`src/shared/sbil_pkg.sv`:
```
// Constants, register map and state type for the secure boot image loader.
// Assumes a 50 MHz tile clock and APB register access with 32-bit data.
// Functional notes
// - While reset is low, hold in reset and enable pull-downs on all GPIO.
// - After reset release, run internal reset then boot within 15 to 150 us.
// - Boot from OTP when security bit 5 is set, else from serial flash.
// - Image: word count, count times four bytes, CRC; 0x0D15AB1E skips the check.
// - Word count and CRC fields arrive least significant byte first.
// - Program is written from the lowest RAM address and started there.
// - CRC covers word count and program bytes, never the CRC field.
// - Reflected 802.3 polynomial, all-ones start, result is inverted.
// - Security bit 0 blocks boundary-scan access to tile state and memory.
// - Security bit 1 blocks other tiles from processor state via switch.
// - Secure boot starts from OTP address zero, skipping the boot ROM.
// - Security bit 7 enables redundant OTP rows.
// - Security bits 8 to 11 inhibit programming of OTP sectors 0 to 3.
// - Security bit 12 inhibits all OTP programming, security register too.
// - Security bit 13 blocks boundary-scan read and write of the OTP.
// - Bits 21:15 are a software field; bits 31:22 are the user ID extension.
// - Security register loads from OTP before its settings take effect.
// - OTP image is copied to SRAM and run before any other code.
// - OTP holds four sectors of 512 rows of 32-bit words.
// - OTP programming uses address, data and control ports with own IDs.
// - User ID comes from security bits 31:22, zero when unprogrammed.
package sbil_pkg;
    localparam int CLK_HZ          = 50_000_000;
    localparam int BOOT_DLY_MIN_US = 15;
    localparam logic [11:0] BOOT_DLY_CYC =
        12'((BOOT_DLY_MIN_US * CLK_HZ + 999_999) / 1_000_000);

    // Security register fields
    localparam int SEC_JTAG_OFF     = 0;
    localparam int SEC_LINK_OFF     = 1;
    localparam int SEC_SECURE_BOOT  = 5;
    localparam int SEC_REDUNDANT    = 7;
    localparam int SEC_SECTOR_LOCK  = 8;
    localparam int SEC_MASTER_LOCK  = 12;
    localparam int SEC_JTAG_OTP_OFF = 13;
    localparam int SEC_GP_LSB       = 15;
    localparam int SEC_GP_MSB       = 21;
    localparam int SEC_UID_LSB      = 22;
    localparam int SEC_UID_MSB      = 31;
    localparam logic [31:0] SEC_RESET = 32'h0000_0000;

    // Image and CRC
    localparam logic [31:0] CRC_POLY = 32'hedb8_8320;
    localparam logic [31:0] CRC_INIT = 32'hffff_ffff;
    localparam logic [31:0] CRC_SKIP = 32'h0d15_ab1e;
    localparam logic [31:0] RAM_BASE = 32'h0000_0000;
    localparam int RAM_AW = 15;

    // OTP geometry and programming port identifiers
    localparam int OTP_ROWS = 512;
    localparam int OTP_AW   = 11;
    localparam int OTP_SECT_LSB = 9;
    localparam logic [31:0] RES_OTP_ADDR = 32'h0010_0200;
    localparam logic [31:0] RES_OTP_DATA = 32'h0020_0100;
    localparam logic [31:0] RES_OTP_CTRL = 32'h0010_0300;

    // APB byte offsets
    localparam logic [7:0] REG_SEC      = 8'h00;
    localparam logic [7:0] REG_STATUS   = 8'h04;
    localparam logic [7:0] REG_OTP_ADDR = 8'h08;
    localparam logic [7:0] REG_OTP_DATA = 8'h0c;
    localparam logic [7:0] REG_OTP_CTRL = 8'h10;
    localparam logic [7:0] REG_CRC      = 8'h14;
    localparam logic [7:0] REG_SIZE     = 8'h18;
    localparam logic [7:0] REG_ID_ADDR  = 8'h1c;
    localparam logic [7:0] REG_ID_DATA  = 8'h20;
    localparam logic [7:0] REG_ID_CTRL  = 8'h24;

    localparam int CTRL_GO  = 0;
    localparam int CTRL_SEC = 1;
    localparam int STAT_LOADED  = 0;
    localparam int STAT_BOOTOTP = 1;
    localparam int STAT_RUN     = 2;
    localparam int STAT_FAIL    = 3;
    localparam int STAT_REFUSED = 4;
    localparam int STAT_BUSY    = 5;

    typedef enum logic [3:0] {
        S_DELAY, S_SEC_RD, S_SEC_WAIT, S_SIZE, S_PROG, S_CRC, S_CHECK, S_RUN, S_FAIL
    } sbil_state_t;
endpackage

```
`src/verilog/sbil_crc32.sv`:
```
// Byte-serial reflected CRC-32 engine.
// Assumes one byte per enabled cycle; clear restarts from the all-ones value.
module sbil_crc32
    import sbil_pkg::*;
(
    // Clock and reset
    input  wire logic        clk,
    input  wire logic        rst_n,
    // Byte stream
    input  wire logic        clear,
    input  wire logic        en,
    input  wire logic [7:0]  data,
    // Result
    output logic      [31:0] crc_out
);
    logic [31:0] crc;

    function automatic logic [31:0] crc_byte(input logic [31:0] c, input logic [7:0] d);
        logic [31:0] r;
        r = c ^ {24'h00_0000, d};
        for (int i = 0; i < 8; i++) begin
            r = r[0] ? ((r >> 1) ^ CRC_POLY) : (r >> 1);
        end
        return r;
    endfunction

    always_ff @(posedge clk) begin
        if (!rst_n || clear) begin
            crc <= CRC_INIT;
        end else if (en) begin
            crc <= crc_byte(crc, data);
        end
    end

    assign crc_out = ~crc;
endmodule

```
`src/verilog/sbil_loader.sv`:
```
// Boot sequencer, image loader and security register decoder of one tile.
// Assumes flash and OTP ports run on clk; the APB slave answers without waits.
//
// Decided for this implementation: the APB register port and the register addresses.
module sbil_loader
    import sbil_pkg::*;
(
    // Clock and reset
    input  wire logic              clk,
    input  wire logic              rst_n,
    // APB slave
    input  wire logic              psel,
    input  wire logic              penable,
    input  wire logic              pwrite,
    input  wire logic [7:0]        paddr,
    input  wire logic [31:0]       pwdata,
    output logic      [31:0]       prdata,
    output logic                   pready,
    output logic                   pslverr,
    // Serial flash byte stream
    input  wire logic [7:0]        flash_data,
    input  wire logic              flash_valid,
    output logic                   flash_ready,
    // OTP read port
    output logic                   otp_rd_req,
    output logic                   otp_rd_sec,
    output logic [OTP_AW-1:0]      otp_rd_addr,
    input  wire logic [31:0]       otp_rd_data,
    input  wire logic              otp_rd_valid,
    // OTP programming port
    output logic                   otp_prog_req,
    output logic                   otp_prog_sec,
    output logic [15:0]            otp_prog_addr,
    output logic [31:0]            otp_prog_data,
    output logic [15:0]            otp_prog_ctrl,
    input  wire logic              otp_prog_done,
    // SRAM write port and processor start
    output logic                   sram_we,
    output logic [RAM_AW-1:0]      sram_addr,
    output logic [31:0]            sram_wdata,
    output logic                   cpu_start,
    output logic                   cpu_run,
    output logic [31:0]            cpu_pc,
    // Security controls
    output logic                   gpio_pulldown_en,
    output logic                   jtag_block,
    output logic                   link_block,
    output logic                   otp_redundancy_en,
    output logic                   otp_jtag_block,
    output logic [6:0]             user_gp,
    output logic [9:0]             user_id
);
    sbil_state_t state;
    logic [11:0]       dly_cnt;
    logic [31:0]       sec;
    logic              sec_loaded;
    logic              boot_otp;
    logic [31:0]       acc;
    logic [1:0]        byte_idx;
    logic [31:0]       img_size;
    logic [31:0]       words_done;
    logic [31:0]       crc_stored;
    logic [31:0]       crc_result;
    logic [31:0]       otp_word;
    logic [2:0]        otp_cnt;
    logic              otp_pend;
    logic [OTP_AW-1:0] otp_row;
    logic              prog_busy;
    logic              refused;
    logic              consuming;
    logic              byte_avail;
    logic [7:0]        byte_data;
    logic              take;
    logic              word_done;
    logic [31:0]       assembled;
    logic              crc_en;
    logic              crc_pass;
    logic              wr_en;
    logic              rd_setup;
    logic              mapped;
    logic              prog_locked;
    logic [31:0]       next_prdata;
    logic [1:0]        prog_sector;

    // Byte source: flash stream, or OTP rows unpacked low byte first
    assign consuming  = (state == S_SIZE) || (state == S_PROG) || (state == S_CRC);
    assign byte_avail = boot_otp ? (otp_cnt != 3'h0) : flash_valid;
    assign byte_data  = boot_otp ? otp_word[7:0] : flash_data;
    assign take       = consuming && byte_avail;
    assign flash_ready = consuming && !boot_otp;
    assign word_done  = take && (byte_idx == 2'h3);
    assign assembled  = {byte_data, acc[31:8]};
    assign crc_en     = take && (state != S_CRC);
    assign crc_pass   = (crc_stored == CRC_SKIP) || (crc_stored == crc_result);

    sbil_crc32 u_crc (
        .clk     (clk),
        .rst_n   (rst_n),
        .clear   (state == S_SEC_WAIT),
        .en      (crc_en),
        .data    (byte_data),
        .crc_out (crc_result)
    );

    // Boot sequencer
    always_ff @(posedge clk) begin
        if (!rst_n) begin
            state      <= S_DELAY;
            dly_cnt    <= 12'h000;
            boot_otp   <= 1'b0;
            img_size   <= 32'h0000_0000;
            words_done <= 32'h0000_0000;
            crc_stored <= 32'h0000_0000;
        end else begin
            unique case (state)
                S_DELAY: begin
                    dly_cnt <= dly_cnt + 12'h001;
                    if (dly_cnt == BOOT_DLY_CYC - 12'h001) begin
                        state <= S_SEC_RD;
                    end
                end
                S_SEC_RD: state <= S_SEC_WAIT;
                S_SEC_WAIT: begin
                    if (otp_rd_valid) begin
                        boot_otp <= otp_rd_data[SEC_SECURE_BOOT];
                        state    <= S_SIZE;
                    end
                end
                S_SIZE: begin
                    if (word_done) begin
                        img_size <= assembled;
                        state    <= (assembled == 32'h0000_0000) ? S_CRC : S_PROG;
                    end
                end
                S_PROG: begin
                    if (word_done) begin
                        words_done <= words_done + 32'h0000_0001;
                        if (words_done == img_size - 32'h0000_0001) begin
                            state <= S_CRC;
                        end
                    end
                end
                S_CRC: begin
                    if (word_done) begin
                        crc_stored <= assembled;
                        state      <= S_CHECK;
                    end
                end
                S_CHECK: state <= crc_pass ? S_RUN : S_FAIL;
                S_RUN:   state <= S_RUN;
                S_FAIL:  state <= S_FAIL;
            endcase
        end
    end

    // Field assembly
    always_ff @(posedge clk) begin
        if (!rst_n) begin
            acc      <= 32'h0000_0000;
            byte_idx <= 2'h0;
        end else if (take) begin
            acc      <= assembled;
            byte_idx <= byte_idx + 2'h1;
        end
    end

    // OTP reads: security row first, then image rows from address zero
    always_ff @(posedge clk) begin
        if (!rst_n) begin
            otp_rd_req  <= 1'b0;
            otp_rd_sec  <= 1'b0;
            otp_rd_addr <= '0;
            otp_row     <= '0;
            otp_pend    <= 1'b0;
            otp_cnt     <= 3'h0;
            otp_word    <= 32'h0000_0000;
        end else begin
            otp_rd_req <= 1'b0;
            if (state == S_SEC_RD) begin
                otp_rd_req <= 1'b1;
                otp_rd_sec <= 1'b1;
            end else if (boot_otp && consuming && otp_cnt == 3'h0 && !otp_pend) begin
                otp_rd_req  <= 1'b1;
                otp_rd_sec  <= 1'b0;
                otp_rd_addr <= otp_row;
                otp_row     <= otp_row + OTP_AW'(1);
                otp_pend    <= 1'b1;
            end
            if (otp_pend && otp_rd_valid) begin
                otp_pend <= 1'b0;
                otp_word <= otp_rd_data;
                otp_cnt  <= 3'h4;
            end else if (take && boot_otp) begin
                otp_word <= {8'h00, otp_word[31:8]};
                otp_cnt  <= otp_cnt - 3'h1;
            end
        end
    end

    // SRAM load and processor start
    always_ff @(posedge clk) begin
        if (!rst_n) begin
            sram_we    <= 1'b0;
            sram_addr  <= '0;
            sram_wdata <= 32'h0000_0000;
            cpu_start  <= 1'b0;
            cpu_run    <= 1'b0;
            cpu_pc     <= RAM_BASE;
        end else begin
            sram_we    <= (state == S_PROG) && word_done;
            sram_addr  <= words_done[RAM_AW-1:0];
            sram_wdata <= assembled;
            cpu_start  <= (state == S_CHECK) && crc_pass;
            cpu_pc     <= RAM_BASE;
            if (state == S_CHECK && crc_pass) begin
                cpu_run <= 1'b1;
            end
        end
    end

    // Security register capture and decode; debug paths stay closed until loaded
    always_ff @(posedge clk) begin
        if (!rst_n) begin
            sec        <= SEC_RESET;
            sec_loaded <= 1'b0;
        end else if (state == S_SEC_WAIT && otp_rd_valid) begin
            sec        <= otp_rd_data;
            sec_loaded <= 1'b1;
        end else if (wr_en && paddr == REG_SEC && sec_loaded) begin
            sec[SEC_GP_MSB:SEC_GP_LSB] <= pwdata[SEC_GP_MSB:SEC_GP_LSB];
        end
    end

    always_ff @(posedge clk) begin
        if (!rst_n) begin
            gpio_pulldown_en  <= 1'b1;
            jtag_block        <= 1'b1;
            link_block        <= 1'b1;
            otp_redundancy_en <= 1'b0;
            otp_jtag_block    <= 1'b1;
            user_gp           <= 7'h00;
            user_id           <= 10'h000;
        end else begin
            gpio_pulldown_en  <= 1'b0;
            jtag_block        <= !sec_loaded || sec[SEC_JTAG_OFF];
            link_block        <= !sec_loaded || sec[SEC_LINK_OFF];
            otp_redundancy_en <= sec_loaded && sec[SEC_REDUNDANT];
            otp_jtag_block    <= !sec_loaded || sec[SEC_JTAG_OTP_OFF];
            user_gp           <= sec[SEC_GP_MSB:SEC_GP_LSB];
            user_id           <= sec[SEC_UID_MSB:SEC_UID_LSB];
        end
    end

    // OTP programming through the address, data and control ports
    assign prog_sector = otp_prog_addr[OTP_SECT_LSB+1:OTP_SECT_LSB];
    assign prog_locked = !sec_loaded || sec[SEC_MASTER_LOCK] ||
        (!pwdata[CTRL_SEC] && sec[SEC_SECTOR_LOCK + 32'(prog_sector)]);

    always_ff @(posedge clk) begin
        if (!rst_n) begin
            otp_prog_req  <= 1'b0;
            otp_prog_sec  <= 1'b0;
            otp_prog_addr <= 16'h0000;
            otp_prog_data <= 32'h0000_0000;
            otp_prog_ctrl <= 16'h0000;
            prog_busy     <= 1'b0;
            refused       <= 1'b0;
        end else begin
            otp_prog_req <= 1'b0;
            if (otp_prog_done) begin
                prog_busy <= 1'b0;
            end
            if (wr_en && paddr == REG_STATUS && pwdata[STAT_REFUSED]) begin
                refused <= 1'b0;
            end
            if (wr_en && paddr == REG_OTP_ADDR) begin
                otp_prog_addr <= pwdata[15:0];
            end
            if (wr_en && paddr == REG_OTP_DATA) begin
                otp_prog_data <= pwdata;
            end
            if (wr_en && paddr == REG_OTP_CTRL && pwdata[CTRL_GO]) begin
                // A refused attempt sets the flag even against a clear
                if (prog_locked || prog_busy) begin
                    refused <= 1'b1;
                end else begin
                    otp_prog_ctrl <= pwdata[15:0];
                    otp_prog_sec  <= pwdata[CTRL_SEC];
                    otp_prog_req  <= 1'b1;
                    prog_busy     <= 1'b1;
                end
            end
        end
    end

    // APB slave: zero wait states, data latched in the setup cycle
    assign wr_en    = psel && penable && pwrite;
    assign rd_setup = psel && !penable && !pwrite;
    assign pready   = 1'b1;
    assign mapped   = (paddr[1:0] == 2'h0) && (paddr <= REG_ID_CTRL);
    assign pslverr  = psel && penable && !mapped;

    always_comb begin
        next_prdata = 32'h0000_0000;
        unique case (paddr)
            REG_SEC:      next_prdata = sec;
            REG_STATUS: begin
                next_prdata[STAT_LOADED]  = sec_loaded;
                next_prdata[STAT_BOOTOTP] = boot_otp;
                next_prdata[STAT_RUN]     = cpu_run;
                next_prdata[STAT_FAIL]    = (state == S_FAIL);
                next_prdata[STAT_REFUSED] = refused;
                next_prdata[STAT_BUSY]    = prog_busy;
            end
            REG_OTP_ADDR: next_prdata = {16'h0000, otp_prog_addr};
            REG_OTP_DATA: next_prdata = otp_prog_data;
            REG_OTP_CTRL: next_prdata = {16'h0000, otp_prog_ctrl};
            REG_CRC:      next_prdata = crc_result;
            REG_SIZE:     next_prdata = img_size;
            REG_ID_ADDR:  next_prdata = RES_OTP_ADDR;
            REG_ID_DATA:  next_prdata = RES_OTP_DATA;
            REG_ID_CTRL:  next_prdata = RES_OTP_CTRL;
            default:      next_prdata = 32'h0000_0000;
        endcase
    end

    always_ff @(posedge clk) begin
        if (!rst_n) begin
            prdata <= 32'h0000_0000;
        end else if (rd_setup) begin
            prdata <= next_prdata;
        end
    end

    // Assertions
    a_pulldown_release: assert property (@(posedge clk)
        $rose(rst_n) |-> gpio_pulldown_en ##1 !gpio_pulldown_en)
        else $error("pull-downs not held through reset");
    a_boot_delay_min: assert property (@(posedge clk) disable iff (!rst_n)
        (state == S_DELAY && dly_cnt < BOOT_DLY_CYC - 12'h001) |=> state == S_DELAY)
        else $error("boot started before the minimum delay");
    a_boot_source: assert property (@(posedge clk) disable iff (!rst_n)
        (state == S_SIZE) |-> boot_otp == sec[SEC_SECURE_BOOT])
        else $error("boot source disagrees with secure boot bit");
    a_crc_gate_start: assert property (@(posedge clk) disable iff (!rst_n)
        $rose(cpu_run) |-> $past(crc_stored) == CRC_SKIP
                           || $past(crc_stored) == $past(crc_result))
        else $error("program started with a bad CRC");
    a_crc_excludes: assert property (@(posedge clk) disable iff (!rst_n)
        (state == S_CRC && take) |=> $stable(crc_result))
        else $error("CRC field fed into the CRC");
    a_start_at_base: assert property (@(posedge clk) disable iff (!rst_n)
        cpu_start |-> cpu_pc == RAM_BASE && cpu_run ##1 !cpu_start)
        else $error("start not at lowest RAM address");
    a_first_word_low: assert property (@(posedge clk) disable iff (!rst_n)
        (state == S_PROG && word_done && words_done == 32'h0) |=> sram_we && sram_addr == '0)
        else $error("first program word not at address zero");
    a_sec_first: assert property (@(posedge clk) disable iff (!rst_n)
        (sram_we || cpu_run) |-> sec_loaded)
        else $error("loading before security register");
    a_jtag_gate: assert property (@(posedge clk) disable iff (!rst_n)
        (sec_loaded && sec[SEC_JTAG_OFF]) |=> jtag_block)
        else $error("boundary-scan access not blocked");
    a_master_lock: assert property (@(posedge clk) disable iff (!rst_n)
        (wr_en && paddr == REG_OTP_CTRL && pwdata[CTRL_GO] && sec[SEC_MASTER_LOCK])
            |=> !otp_prog_req && refused)
        else $error("programming passed the master lock");
endmodule

```
`config.mk`:
```
export PLATFORM = sky130hd
export DESIGN_NAME = sbil_loader
export DESIGN_NICKNAME = d
export VERILOG_FILES = /design/src/shared/sbil_pkg.sv /design/src/verilog/sbil_crc32.sv /design/src/verilog/sbil_loader.sv
export SDC_FILE = /design/constraint.sdc
export NUM_CORES = 1
export LEC_CHECK = 0
export BUFFER_PORTS_ARGS = -buffer_cell sky130_fd_sc_hd__buf_2
export CAP_MARGIN = 5
export CORE_AREA = 2 2 284 286
export CTS_CLUSTER_DIAMETER = 50
export DETAILED_ROUTE_END_ITERATION = 10
export DIE_AREA = 0 0 286 288
export MAX_ROUTING_LAYER = met4
export SLEW_MARGIN = 20
export SYNTH_ARGS = -nofsm -noshare
export SYNTH_HDL_FRONTEND = slang
export SYNTH_SLANG_ARGS = --single-unit
```
`constraint.sdc`:
```
create_clock -name clk -period 6.1 [get_ports clk]
set_input_delay 0.61 -clock clk [delete_from_list [all_inputs] [get_ports clk]]
set_output_delay 0.61 -clock clk [all_outputs]
set_load 0.03 [all_outputs]
```
==> impl_results.md <==
- Register Area: 0.00869 mm2
- Outcome: finished, final reports clean
- Min-delay worst type: primary input to register
- Fill cell count: 8617
- Drt wl/cell: 20.0 um
- CP arrival: 4.29 ns
- Internal power: 5.50 mW
- Synthesized area per cell: 8.33 um2
- Io pins: 306
- Vias per Instance: 4.78
- Sequential share of the synthesized area: 46.0%
- Worst path required time: 6.63 ns
- Post-Route WL: 71.5 mm
- CTS tree: built
- Remaining global-route overflow: 0
- Clock share of power: 45.5%
- Gate Count Post-Synth: 2268
- Initial antenna violation count: 6
- First-pass GRT wire length: 105 mm
- Fraction of layout cells with a size suffix above 1: 17.2%
- Final Power: 7.84 mW
- Overall die width: 286 um
- Max Slew Vio Count: 0
- Crit path time final: 3.76 ns
- Sequential Power Share: 39.6%
- Slew HR: 28.7%
- Post-CTS sizing: 0
- Core Util, Final: 29.1%
- Post-Place Worst Slack: 2.31 ns
- Final Setup Violations: 0
- DP Wirelength: 52.3 mm
- Ys async rst share: 0%
- Ys flop type: dfxtp_1
- DRT iter0 DRCs: 1656
- Initial DRT Pass Iterations: 6
- Netlist cell types: 69
- Syn Std Cell Area: 0.0189 mm2
- Power Density: 338 mW/mm2
- Clock transition at path regs: 0.06 ns
- Clk_lat worst skew: 0.66 ns
- Hold_buf cts: 0
- Tcrit/Tclk final: 61.6%
- Final nets: 2571
- Endpoints failing hold: 0
- Net Sw Frac: 29.8%
- Synth Warn #: 0
- Total CTS buffers: 59
- Commonest cells after routing, fill and taps aside: 454 x nand2_1, 434 x dfxtp_1, 272 x buf_2
- Worst-margin pin slew: 1.06 ns
- RSZ-0062 raised after global routing: no
- Multi-input gate area: 0.00948 mm2
- Placer Congestion: 0.920
- Worst Path Max Fanout: 16
- Worst clock skew: 0.0560 ns
- Most common cell after layout, fill and taps aside: nand2_1
- Num rows: 104
- Die area: 0.0824 mm2
- Leakage: 8.83 nW
- Kind of end point of the critical path: register
- Final worst slack: 2.34 ns
- Flops & latches, synth: 434
- Clock root buffer: clkbuf_16
- Vias in the first global route: 15700
- Initial core utilization: 23.7%
- Total GRT Usage: 17.3%
- Largest net degree at the start of global routing: 110
- Core Region: 0.0796 mm2
- Antenna viol nets, final: 0
- H-tree depth: 2
- Crit Path Class: register to register
- Post-synth EDFFs: 0
- Vias: 17200
- # port buffers: 272
- # clock sinks: 434
- Die height: 288 um
- Setup_tns: 0 ns
- CP startpoint kind: register
- Combinational power share: 14.9%
- Area growth, synth to finish: 22.8%
- Max VDD drop: 0.244 mV
- Max_cap viols: 0
- Net load switching power: 2.34 mW
- Peak Freq: 266 MHz
- # DRC: 0
- Setup repair bufs after CTS: 0
- Clk buf depth: 3
==> path summary, 6_finish.rpt <==
path	start	to	slack, ns	cells past startpoint
hold / removal	pwdata[31]	otp_prog_data[31]	0.19	3
setup / recovery	sec[5]	words_done[26]	2.34	8
setup reg to reg	sec[5]	words_done[26]	2.34	8
hold reg to reg	otp_rd_addr[3]	otp_rd_addr[3]	0.45	2
==> worst max-delay path, cell delays in order (launching register included) <==
cell	delay (ns)
dfxtp_1	1.03
nor2_1	0.16
nor2b_1	0.32
nand3_1	0.37
nor4_1	0.71
and4_1	0.42
nand2_1	0.16
or3_1	0.32
a21oi_1	0.13
==> cell families (layout without fill, tap and decap cells) <==
| kind of cell | after synthesis | in the layout | synth area share, % |
|---|---|---|---|
| compound gates | 457 | 457 | 15.1 |
| xor+xnor | 199 | 199 | 9.23 |
| fa+ha+maj | 8 | 8 | 0.530 |
| buf+inv | 203 | 422 | 4.83 |
| flops | 434 | 434 | 46.0 |
| mux | 39 | 39 | 2.15 |
| other cells | 2 | 40 | 0.0398 |
| simple gates | 926 | 926 | 22.1 |
==> cells in the mapped netlist (all sizes together), types with 22 or more instances <==
cell | number | share of area [%]
o21ai | 45 | 1.2
and2 | 63 | 2.1
buf | 47 | 1.7
a311oi | 32 | 1.5
nor3 | 22 | 0.58
mux2i | 36 | 1.9
nand2 | 455 | 9.0
clkbuf | 139 | 2.8
a21oi | 203 | 5.4
xor2 | 106 | 4.9
a31oi | 27 | 0.89
nor2 | 199 | 4.0
nand4 | 36 | 1.2
a22oi | 43 | 1.7
a211oi | 29 | 1.2
xnor2 | 93 | 4.3
nand3 | 43 | 1.1
o211ai | 36 | 1.4
dfxtp | 434 | 46
==> power groups by stage <==
stage | registers, mW | logic (mW) | clock network, mW
3_3_place_gp | 3.17 | 1.14 | 0
4_1_cts | 3.10 | 1.16 | 3.63
5_1_grt | 3.11 | 1.28 | 3.75
3_5_place_dp | 3.16 | 1.15 | 0
6_report | 3.10 | 1.17 | 3.57
2_1_floorplan | 3.12 | 0.850 | 0
==> per-layer routing <==
metal | up-vias | routed length, um | global-route usage, %
met5 | - | 0 | -
met4 | 0 | 1300 | 3.73
met3 | 84 | 6280 | 4.12
met2 | 692 | 32800 | 27.0
met1 | 8228 | 31100 | 22.6
li1 | 8147 | - | -
==> through the flow <==
stage	instance area (um2)	std cells	hold WS [ns]
global placement	21100	3474	0.444
global route	23200	3584	0.183
floorplan	19000	2299	0.436
finish	23200	3585	0.186
CTS	23200	3578	0.168
detailed placement	21100	3474	0.444
==> flip-flops by register name, summed over array words and instances, names as in the netlist, 7 cells and up <==
name and count:
otp_prog_ctrl 16, otp_word 32, otp_prog_addr 16, crc_stored 32
sram_addr 15, prdata 32, sram_wdata 32, user_gp 7
words_done 32, otp_prog_data 32, dly_cnt 12, otp_rd_addr 11
acc 24, u_crc.crc 32, otp_row 11, sec 32
img_size 32, user_id 10
==> final cells by class <==
type	instances	share of cell area, %
antenna	7	0.0755
tap	1060	5.72
timing repair buffer	301	6.81
clock inverter	35	2.00
inverter	17	0.307
clock buffer	69	6.78
multi-input combinational	1662	40.9
sequential	434	37.4
Power figures use the tool's default switching activity.
